File: config.mk
export PLATFORM = sky130hd
export DESIGN_NAME = pmc_regs
export DESIGN_NICKNAME = d
export VERILOG_FILES = /design/src/inc/pmc_pkg.sv /design/src/logic/pmc_regs.sv
export SDC_FILE = /design/constraint.sdc
export NUM_CORES = 1
export LEC_CHECK = 0
export BUFFER_PORTS_ARGS = -buffer_cell sky130_fd_sc_hd__buf_2
export CORE_AREA = 2 2 72 74
export DETAILED_ROUTE_END_ITERATION = 16
export DIE_AREA = 0 0 74 76
export PLACE_DENSITY_LB_ADDON = 0.25
export SLEW_MARGIN = 10
export SYNTH_ARGS = -nofsm -noshare
export SYNTH_HDL_FRONTEND = slang
export SYNTH_SLANG_ARGS = --single-unit
File: constraint.sdc
create_clock -name clk_sys -period 2.2 [get_ports clk_sys]
set_input_delay 0.44 -clock clk_sys [delete_from_list [all_inputs] [get_ports clk_sys]]
set_output_delay 0.44 -clock clk_sys [all_outputs]
set_load 0.005 [all_outputs]
File: src/inc/pmc_pkg.sv
// package for the link function's phy control and misc configuration regs
// assumes a 32-bit configuration access port with byte enables
package pmc_pkg;

    // -----------------------------------------------------------------
    // register offsets (configuration space byte addresses)
    // -----------------------------------------------------------------
    localparam logic [7:0] PMC_PHY_CONTROL_OFFSET = 8'hEC;
    localparam logic [7:0] PMC_MISC_CONFIGURATION_OFFSET = 8'hF0;

    // -----------------------------------------------------------------
    // phy control fields
    // -----------------------------------------------------------------
    localparam int PMC_ROUTE_BIT = 7;
    localparam int PMC_COMPLY_BIT = 3;
    localparam logic [7:0] PMC_PHY_WR_MASK = 8'h9F;
    localparam logic [7:0] PMC_PHY_RESET = 8'h08;
    localparam logic [7:0] PMC_EEPROM_PHY_BYTE = 8'h38;

    // -----------------------------------------------------------------
    // misc configuration fields
    // -----------------------------------------------------------------
    localparam int PMC_COLD_WAKE_BIT = 15;
    localparam int PMC_CONFORM_BIT = 11;
    localparam int PMC_IGNORE_BIT = 10;
    localparam logic [31:0] PMC_MISC_RESET = 32'h0000_0800;
    localparam int PMC_VENDOR_WAKE_BIT = 26;
    localparam logic [7:0] PMC_VENDOR_ID_OFFSET = 8'h40;

    // -----------------------------------------------------------------
    // bus carriers
    // -----------------------------------------------------------------
    typedef struct packed {
        logic rd;
        logic wr;
        logic [7:0] addr;
        logic [3:0] be;
        logic [31:0] wdata;
    } pmc_cfg_req_s;

    typedef struct packed {
        logic load;
        logic [7:0] data;
    } pmc_eeprom_load_s;

endpackage

File: src/logic/pmc_regs.sv
// phy control and misc configuration registers of the link function
// assumes single-cycle config accesses on clk_sys and a loader that
// presents eeprom byte 38h for one cycle when it is present
`timescale 1ns/1ps
module pmc_regs
    import pmc_pkg::*;
(
    input wire logic clk_sys,
    input wire logic reset,
    input wire logic pcie_reset_n,
    input wire logic global_reset_in_n,
    input wire logic power_on_reset,
    input wire pmc_cfg_req_s cfg_req,
    output logic [31:0] cfg_rdata,
    output logic cfg_ack,
    input wire pmc_eeprom_load_s eeprom_load,
    input wire logic cable_not_active,
    output logic cable_indication_out,
    input wire logic [31:0] irq_unmasked,
    input wire logic master_irq_enable,
    output logic wake_request,
    output logic wake_ignores_master_irq_enable_vid
);

    // -----------------------------------------------------------------
    // reset combining
    // -----------------------------------------------------------------
    // pins are foreign: each passes a three-flop filter, and a change
    // only counts once stages two and three agree, in both directions
    logic [2:0] pin_reset_raw;
    logic [2:0] pin_reset_seen;
    logic soft_reset;

    // all three are turned active high before filtering, so one filter
    // shape serves every source
    always_comb begin
        pin_reset_raw[0] = ~pcie_reset_n;
        pin_reset_raw[1] = ~global_reset_in_n;
        pin_reset_raw[2] = power_on_reset;
    end

    pmc_pin_filter i_perst_filter (
        .clk_sys(clk_sys),
        .reset(reset),
        .pin_raw(pin_reset_raw[0]),
        .pin_level(pin_reset_seen[0])
    );

    pmc_pin_filter i_global_reset_in_filter (
        .clk_sys(clk_sys),
        .reset(reset),
        .pin_raw(pin_reset_raw[1]),
        .pin_level(pin_reset_seen[1])
    );

    pmc_pin_filter i_por_filter (
        .clk_sys(clk_sys),
        .reset(reset),
        .pin_raw(pin_reset_raw[2]),
        .pin_level(pin_reset_seen[2])
    );

    // any of the three events returns the writable bits to default and
    // keeps them there for as long as its filtered level stays active
    assign soft_reset = |pin_reset_seen;

    // -----------------------------------------------------------------
    // access decode
    // -----------------------------------------------------------------
    // a lane must be enabled for its field to move; the phy byte sits in
    // lane 0 and the ignore bit in lane 1, every other lane is fixed
    logic phy_write_hit;
    logic misc_write_hit;
    logic phy_read_hit;
    logic misc_read_hit;

    always_comb begin
        phy_write_hit = cfg_req.wr && cfg_req.be[0]
            && (cfg_req.addr == PMC_PHY_CONTROL_OFFSET);
        misc_write_hit = cfg_req.wr && cfg_req.be[1]
            && (cfg_req.addr == PMC_MISC_CONFIGURATION_OFFSET);
        phy_read_hit = cfg_req.rd
            && (cfg_req.addr == PMC_PHY_CONTROL_OFFSET);
        misc_read_hit = cfg_req.rd
            && (cfg_req.addr == PMC_MISC_CONFIGURATION_OFFSET);
    end

    // -----------------------------------------------------------------
    // eeprom image
    // -----------------------------------------------------------------
    // only the writable phy bits take the byte; the loader is trusted
    // for bits 3 and 1, so a bad image shows up on the next read rather
    // than being silently patched here
    logic [7:0] eeprom_phy_image;

    always_comb begin
        eeprom_phy_image = eeprom_load.data & PMC_PHY_WR_MASK;
    end

    // -----------------------------------------------------------------
    // register state
    // -----------------------------------------------------------------
    logic [7:0] phy_control;
    logic wake_ignores_master_irq_enable;
    logic [7:0] next_phy_control;
    logic next_wake_ignores;
    logic [7:0] phy_wdata;

    always_comb begin
        next_phy_control = phy_control;
        next_wake_ignores = wake_ignores_master_irq_enable;
        // only the writable mask lands, read-only bits stay zero
        phy_wdata = (cfg_req.wdata[7:0] & PMC_PHY_WR_MASK)
            | (phy_control & ~PMC_PHY_WR_MASK);
        if (soft_reset) begin
            next_phy_control = PMC_PHY_RESET;
            next_wake_ignores = 1'b0;
        end else begin
            // the loader is trusted to supply bit 3 set and bit 1 clear
            if (eeprom_load.load) begin
                next_phy_control = eeprom_phy_image;
            end
            // a config write in the same cycle wins over the loader
            if (phy_write_hit) begin
                next_phy_control = phy_wdata;
            end
            if (misc_write_hit) begin
                // bits 15..11 are fixed, only the ignore bit is kept
                next_wake_ignores = cfg_req.wdata[PMC_IGNORE_BIT];
            end
        end
    end

    always_ff @(posedge clk_sys or posedge reset) begin
        if (reset) begin
            phy_control <= PMC_PHY_RESET;
            wake_ignores_master_irq_enable <= 1'b0;
        end else begin
            phy_control <= next_phy_control;
            wake_ignores_master_irq_enable <= next_wake_ignores;
        end
    end

    // -----------------------------------------------------------------
    // read path
    // -----------------------------------------------------------------
    logic [31:0] next_rdata;
    logic [31:0] misc_view;
    logic [31:0] phy_view;
    logic next_ack;

    // words are built field by field so the fixed bits stay visible
    always_comb begin
        phy_view = 32'h0000_0000;
        phy_view[PMC_ROUTE_BIT] = phy_control[PMC_ROUTE_BIT];
        phy_view[6:5] = 2'b00;
        phy_view[4] = phy_control[4];
        phy_view[PMC_COMPLY_BIT] = phy_control[PMC_COMPLY_BIT];
        phy_view[2:0] = phy_control[2:0];
    end

    always_comb begin
        misc_view = PMC_MISC_RESET;
        misc_view[PMC_COLD_WAKE_BIT] = 1'b0;
        misc_view[PMC_CONFORM_BIT] = 1'b1;
        misc_view[PMC_IGNORE_BIT] = wake_ignores_master_irq_enable;
    end

    // unmapped reads return zero but are still acknowledged, so a probe
    // of an empty slot never stalls the requester
    always_comb begin
        next_rdata = 32'h0000_0000;
        next_ack = cfg_req.rd | cfg_req.wr;
        if (phy_read_hit) begin
            next_rdata = phy_view;
        end else if (misc_read_hit) begin
            next_rdata = misc_view;
        end
    end

    always_ff @(posedge clk_sys or posedge reset) begin
        if (reset) begin
            cfg_rdata <= 32'h0000_0000;
            cfg_ack <= 1'b0;
        end else begin
            cfg_rdata <= next_rdata;
            cfg_ack <= next_ack;
        end
    end

    // -----------------------------------------------------------------
    // outputs
    // -----------------------------------------------------------------
    // the terminal stays low while routing is off, so the pin never
    // floats into a false cable-not-active reading
    logic next_cable_out;

    always_comb begin
        next_cable_out = phy_control[PMC_ROUTE_BIT]
            & cable_not_active;
    end

    always_ff @(posedge clk_sys or posedge reset) begin
        if (reset) begin
            cable_indication_out <= 1'b0;
        end else begin
            cable_indication_out <= next_cable_out;
        end
    end

    // -----------------------------------------------------------------
    // wake request
    // -----------------------------------------------------------------
    // master enable gates wake only while the ignore bit is clear; with
    // it set any unmasked source is enough
    logic next_wake;

    always_comb begin
        next_wake = (|irq_unmasked) &
            (master_irq_enable | wake_ignores_master_irq_enable);
    end

    always_ff @(posedge clk_sys or posedge reset) begin
        if (reset) begin
            wake_request <= 1'b0;
        end else begin
            wake_request <= next_wake;
        end
    end

    // -----------------------------------------------------------------
    // vendor id feed
    // -----------------------------------------------------------------

    // feeds bit 26 of the vendor id register at link offset 40h
    assign wake_ignores_master_irq_enable_vid =
        wake_ignores_master_irq_enable;

endmodule

// -----------------------------------------------------------------
// pin filter
// -----------------------------------------------------------------
// three flops on a level from outside clk_sys; the filtered level only
// moves when the last two stages agree, so a one-cycle glitch that
// slips through the first flop never reaches the registers
module pmc_pin_filter
    import pmc_pkg::*;
(
    input wire logic clk_sys,
    input wire logic reset,
    input wire logic pin_raw,
    output logic pin_level
);

    logic [2:0] sync_stage;
    logic [2:0] next_sync_stage;
    logic next_pin_level;

    always_comb begin
        next_sync_stage = {sync_stage[1:0], pin_raw};
        next_pin_level = pin_level;
        if (sync_stage[1] == sync_stage[2]) begin
            next_pin_level = sync_stage[2];
        end
    end

    // the filtered level starts inactive; a pin held active through the
    // async reset still takes effect a few edges after its release
    always_ff @(posedge clk_sys or posedge reset) begin
        if (reset) begin
            sync_stage <= 3'h0;
            pin_level <= 1'b0;
        end else begin
            sync_stage <= next_sync_stage;
            pin_level <= next_pin_level;
        end
    end

endmodule

==> results.toml, run 1 <==
[grt]
antenna_found_initial = 0
grt_pass1_wl_um = 4730
grt_overflow_total = 0
grt_usage_pct = 11.3
grt_start_max_net_pins = 31
grt_pass1_vias = 1120

[route]
dr.pass1.iters = 3
drt-initial-drc-count = 40
wl_per_cell_um = 10.7
vias = 1091
final_antenna_net_count = 0
post-route-drc-count = 0
wl_um = 2910
post_drt_via_cell_ratio = 4.03

[final_layout]
syn_to_final_growth_pct = 34.0
fin_nets = 294
fin_util_pct = 38.2
stdcell_count = 271
mostFrequentLayoutCells = "buf_2 (76), dfrtp_1 (29), conb_1 (24)"
final_common_cell = "buf_2"
antenna_cells = 0
design_area_um2 = 1880
drive_gt1_share_pct = 48.8

[placement]
placed_cells = 263
dp_slack_ns = 0.629
dp_hpwl_um = 2340
io_buffer_count = 76
place_area_um2 = 1770
place_congestion = 0.790

[die]
dieArea_um2 = 5620
die_x_um = 74
fp.coreArea_um2 = 4910
rows = 26
ioPinCount = 130
start_util_pct = 28.5
die_height_um = 76

[yosys]
synth_compound_area_share_pct = 0.626
yosys.area.top_type = "dfrtp_1"
synth_seq_cells = 30
synth_xor_area_share_pct = 0
synthSimpleGateAreaFrac_pct = 17.8
synth_top_family_by_area = "simple AND/OR/NAND/NOR gates"
synth_cell_type_count = 25
synth_mux_area_share_pct = 10.1
ys_top_cells_by_area = "dfrtp_1 (52%), buf_4 (13%), mux2i_1 (5.0%)"
ys_warn_count = 0
syn_area_um2 = 1400
synthAdderAreaFrac_pct = 2.14
synth_cells = 119
ys_seq_area_share_pct = 53.7
synth_top_area_share_pct = 51.8
syn_area_per_cell_um2 = 11.8

[worst_setup_path]
regToRegEndpoint = "phy_control[3]$_DFFE_PP1P_"
critPathRequiredTime_ns = 2.41
regToRegSetupSlack_ns = 1.02
critPathLaunchType = "primary input"
critPathKind = "in -> reg"
rr_startpoint = "i_global_reset_in_filter.pin_level$_DFFE_PP0N_"
cp_slowest_cell = "and4_4"
worstSetupEndpointType = "flip-flop"
worstPathMaxFanout = 6
cp_slowest_stage_delay_ns = 0.33
timing.reg2reg.worst_path_depth = 4
crit_chain = "buf_2 > and4bb_1 > and4_4 > mux2_4"
worstPathArrival_ns = 1.49

[timing]
setup_viol = 0
postLayoutSetupSlackWorst_ns = 0.921
finalCritPeriodShare_pct = 58.1
whs_ns = 0.222
rsz0062_at_grt = "false"
finalHoldViolations = 0
slew_viol_final = 0
max_freq_mhz = 782
fin_tns_setup_ns = 0
period_needed_ns = 1.28
final.setup_skew_ns = 0.00288

[outcome]
status = "finished, final reports clean"

[power_and_ir_drop]
clock_power_share_pct = 42.2
p_switching_uw = 262
p_sw_share_pct = 21.6
internal-power_uw = 952
pwr-share-seq_pct = 47.9
power_mw = 1.21
combPwrFrac_pct = 9.9
ir_drop_uv = 186
p_leak_nw = 0.994
power_density_nw_per_um2 = 647

[job]
maxCapViolCount = 0

[clock_tree]
holdBufCountCts = 0
clk_pin_slew_ns = 0.06
clock_latency_ns = 0.28
cts-resized-gates = 0
post_cts_buffers = 0
cts_max_level = 2
cts_sinks = 30
cts_tree = "built"
cts_buffer_depth = 2
cts-root-buf = "clkbuf_8"
cts_buffers = 5

[worst_hold_path]
hold_path_class = "in -> async"
-- sequential cells by signal, indices dropped and copies added, names as in the netlist --
name	cells
cable_indication_out	1
cfg_ack	1
cfg_rdata	8
i_global_reset_in_filter.pin_level	1
i_global_reset_in_filter.sync_stage	3
i_perst_filter.pin_level	1
i_perst_filter.sync_stage	3
i_por_filter.pin_level	1
i_por_filter.sync_stage	3
phy_control	6
wake_ignores_master_irq_enable_vid	1
wake_request	1
-- how the worst max path moves through the flow --
stage | from | to | cells after the start
floorplan | cfg_req[36] | phy_control[3]$_DFFE_PP1P_ | 4
global placement | cfg_req[36] | phy_control[3]$_DFFE_PP1P_ | 4
detailed placement | cfg_req[36] | phy_control[3]$_DFFE_PP1P_ | 4
CTS | wake_ignores_master_irq_enable_vid$_DFFE_PP0P_ | wake_ignores_master_irq_enable_vid | 1
global route | wake_ignores_master_irq_enable_vid$_DFFE_PP0P_ | wake_ignores_master_irq_enable_vid | 1
finish | cfg_req[36] | phy_control[3]$_DFFE_PP1P_ | 4
-- worst max-delay path: cells and delay by family --
kind,cells,cell delay (ns)
muxes,1,0.31
and+or+nand+nor,2,0.64
buffers and inverters,1,0.09
-- layout make-up --
type / instances / area, um2
Clock buffer: 8 / 110
Fill cell: 517 / 3040
Inverter: 3 / 11.3
Multi-Input combinational cell: 82 / 519
Sequential cell: 30 / 752
Tap cell: 70 / 87.6
Timing Repair Buffer: 78 / 395
-- cells in the mapped netlist, drive strengths merged --
library cell and count:
nand4 3, inv 3, and4bb 1, o22a 1, nor3 1, nor4bb 1, or2 1, maj3 3
nand2 13, nor4 8, dfstp 1, and4 1, dfrtp 29, mux2 6, and3 2, mux2i 7
and4b 1, buf 26, nand2b 1, conb 1, clkbuf 1, and2 8
-- power groups by stage --
stage                     Combinational [mW]  Clock, mW  Sequential [mW]
after floorplan                       0.0823          0            0.589
after global placement                 0.120          0            0.591
after detailed placement               0.121          0            0.592
after CTS                              0.122      0.531            0.582
after global routing                   0.136      0.559            0.583
final                                  0.120      0.513            0.581
-- kinds of logic (layout without fill, tap and decap cells) --
family          Yosys count  count (layout)
fa+ha+maj                 3               3
flops                    30              30
simple gates             41              41
compound gates            1               1
buf+inv                  30              89
other cells               1              24
mux                      13              13
-- per-layer routing --
metal | vias up | GRT usage (%) | part of all wire (%)
met4 | 0 | 6.55 | 2.6
met5 | - | 0 | 0
li1 | 516 | - | -
met2 | 68 | 18.6 | 52
met1 | 499 | 12.6 | 36
met3 | 8 | 3.44 | 9.6
No activity file was read; power rests on OpenSTA's default activity.
==> inputs of run 2 (changes only) <==
- ABC_AREA: not set -> 1
- CORE_AREA: 2 2 72 74 -> 2 2 74 76
- DIE_AREA: 0 0 74 76 -> 0 0 76 78
- clock period: 2.2 -> 1.1 ns (I/O delays scaled with it)
==> run 2 against run 1 <==
Effect of this change: the run now ends with negative setup slack left; count of clock-buffer cells in the layout fell by 1; first-iteration DRC count fell by 15%; largest cell class unchanged; hold slack got worse by 0.14 ns; register-to-register slack got worse by 1.1 ns; critical path depth rose by 4; clock skew rose by 0.0012 ns; critical path type is now reg -> reg; cell count rose by 29%.
==> results.toml, run 2 <==
[grt]
grt_start_max_net_pins = 27
grt_pass1_vias = 1213
grt_pass1_wl_um = 5380
grt_overflow_total = 0
antenna_found_initial = 0
grt_usage_pct = 11.7

[yosys]
synth_common_cells = "nand2_1 (39), nor2_1 (33), dfrtp_1 (29)"
syn_area_um2 = 1500
synth_edf_count = 0
synth_seq_cells = 30
synth_cells = 184
async_reset_ff_share_pct = 100
ys_warn_count = 0
yosysMostFrequentCell = "nand2_1"
ys_top_cells_by_area = "dfrtp_1 (48%), buf_4 (12%), nand2_1 (9.8%)"
yosys.area.top_type = "dfrtp_1"
synth_flop_cell = "dfrtp_1"
ys_seq_area_share_pct = 50.1
syn_area_per_cell_um2 = 8.15
synth_top_area_share_pct = 48.4
synth_cell_type_count = 20

[worst_setup_path]
critPathKind = "reg -> reg"
critPathLaunchType = "flip-flop"
worstPathArrival_ns = 1.30
regToRegSetupSlack_ns = -0.04
cp_slowest_cell = "dfrtp_1"
path_common_cell = "nand2_1"
crit_family = "simple AND/OR/NAND/NOR gates"
crit_chain = "nor2_1 > nand2_1 > nor2_1 > nand2_2 > nand2_2 > inv_2 > nand2_1 > nand2_1"
critPathRequiredTime_ns = 1.26
worstPathMaxFanout = 5
worstSetupEndpointType = "flip-flop"
cp_slowest_stage_delay_ns = 0.38
crit_buf_inv = 1

[route]
post_drt_via_cell_ratio = 3.64
wl_per_cell_um = 8.85
wl_um = 3090
final_antenna_net_count = 0
post-route-drc-count = 0
drt-initial-drc-count = 34
vias = 1272
dr.pass1.iters = 4

[clock_tree]
cts_tree = "built"
clock_latency_ns = 0.27
cts_buffer_depth = 2
cts_sinks = 30
cts_buffers = 5
cts-root-buf = "clkbuf_8"
clk_pin_slew_ns = 0.06
cts_max_level = 2

[timing]
finalHoldViolations = 0
slew_viol_final = 0
rsz0062_at_grt = "true"
fin_tns_setup_ns = -0.157
final.setup_skew_ns = 0.00404
period_needed_ns = 1.14
postLayoutSetupSlackWorst_ns = -0.0369
max_freq_mhz = 880
finalCritPeriodShare_pct = 103
setup_viol = 6

[final_layout]
antenna_cells = 0
syn_to_final_growth_pct = 38.7
mostFrequentLayoutCells = "buf_2 (76), nand2_1 (37), nor2_1 (32)"
fillers = 528
largest_register_ffs = 8
fin_util_pct = 41.3
fin_nets = 373
drive_gt1_share_pct = 38.4
design_area_um2 = 2080
regMostFlops = "cfg_rdata"
final_common_cell = "buf_2"
reg.largest.list = "cfg_rdata x8, phy_control x6"

[die]
rows = 26
dieArea_um2 = 5930
fp.coreArea_um2 = 5040
die_x_um = 76
ioPinCount = 130
die_height_um = 78
start_util_pct = 29.8

[power_and_ir_drop]
power_density_nw_per_um2 = 1090
p_leak_nw = 1.22
ir_drop_uv = 524

[job]
maxCapViolCount = 0

[worst_hold_path]
hold_path_class = "in -> reg"

[outcome]
violations = "negative setup slack"
status = "finished with violations"

[placement]
dp_hpwl_um = 2540
dp_slack_ns = -0.0602
place_congestion = 0.738
place_area_um2 = 1960
io_buffer_count = 76
run 2: worst paths after layout:
path / end / startpoint / cells past startpoint
max: phy_control[1]$_DFFE_PP0P_ / i_global_reset_in_filter.pin_level$_DFFE_PP0N_ / 8
min: i_por_filter.sync_stage[0]$_DFF_PP0_ / power_on_reset / 1
max reg2reg: phy_control[1]$_DFFE_PP0P_ / i_global_reset_in_filter.pin_level$_DFFE_PP0N_ / 8
min reg2reg: i_global_reset_in_filter.sync_stage[1]$_DFF_PP0_ / i_global_reset_in_filter.sync_stage[0]$_DFF_PP0_ / 0
max in group asynchronous: i_perst_filter.pin_level$_DFFE_PP0N_ / reset / 4
min in group asynchronous: phy_control[2]$_DFFE_PP0P_ / reset / 3
run 2: layout make-up:
class	instances	area (um2)	share of cell area [%]
Multi-Input combinational cell	123	543	26.1
Inverter	29	109	5.23
Sequential cell	30	752	36.1
Timing Repair Buffer	90	513	24.7
Tap cell	70	87.6	4.21
Clock buffer	7	76.3	3.67
run 2: layer usage:
layer / GRT usage (%) / part of all wire, % / vias to the layer above
met1: 13.6 / 45 / 526
met2: 18.9 / 46 / 52
met3: 4.42 / 7.5 / 4
met5: 0 / 0 / -
met4: 5.64 / 1.4 / 0
li1: - / - / 690
run 2: power by group:
group	switching [mW]	internal, mW	total, mW
logic	0.151	0.160	0.312
clock network	0.352	0.433	0.786
registers	0.0195	1.15	1.17
run 2: stage by stage:
stage               hold WS [ns]  cells  power [mW]
detailed placement         0.146    337        1.49
floorplan                  0.251    207        1.38
finish                    0.0784    349        2.27
global placement           0.150    337        1.48
global route              0.0559    349        2.43
CTS                       0.0600    346        2.30
run 2: cells by family (layout without fill, tap and decap cells):
| logic type | count (synthesis) | in the layout | synth area share, % |
|---|---|---|---|
| flip-flops | 30 | 30 | 50.1 |
| other | 1 | 24 | 0.250 |
| buffers and inverters | 54 | 126 | 20.0 |
| adder cells (fa/ha/maj) | 3 | 3 | 2.00 |
| AO/OA/AOI/OAI | 5 | 5 | 1.67 |
| AND/OR/NAND/NOR | 91 | 91 | 25.9 |
run 2: what timing repair did:
item | 4_1_cts | 5_1_grt
setup buffers | 1 | 3
pin swaps | 3 | 4
hold buffers | 1 | 0
endpoints found under the hold margin | 3 | 0
gates resized for setup | 0 | 5
setup endpoints to repair | 6 | 8
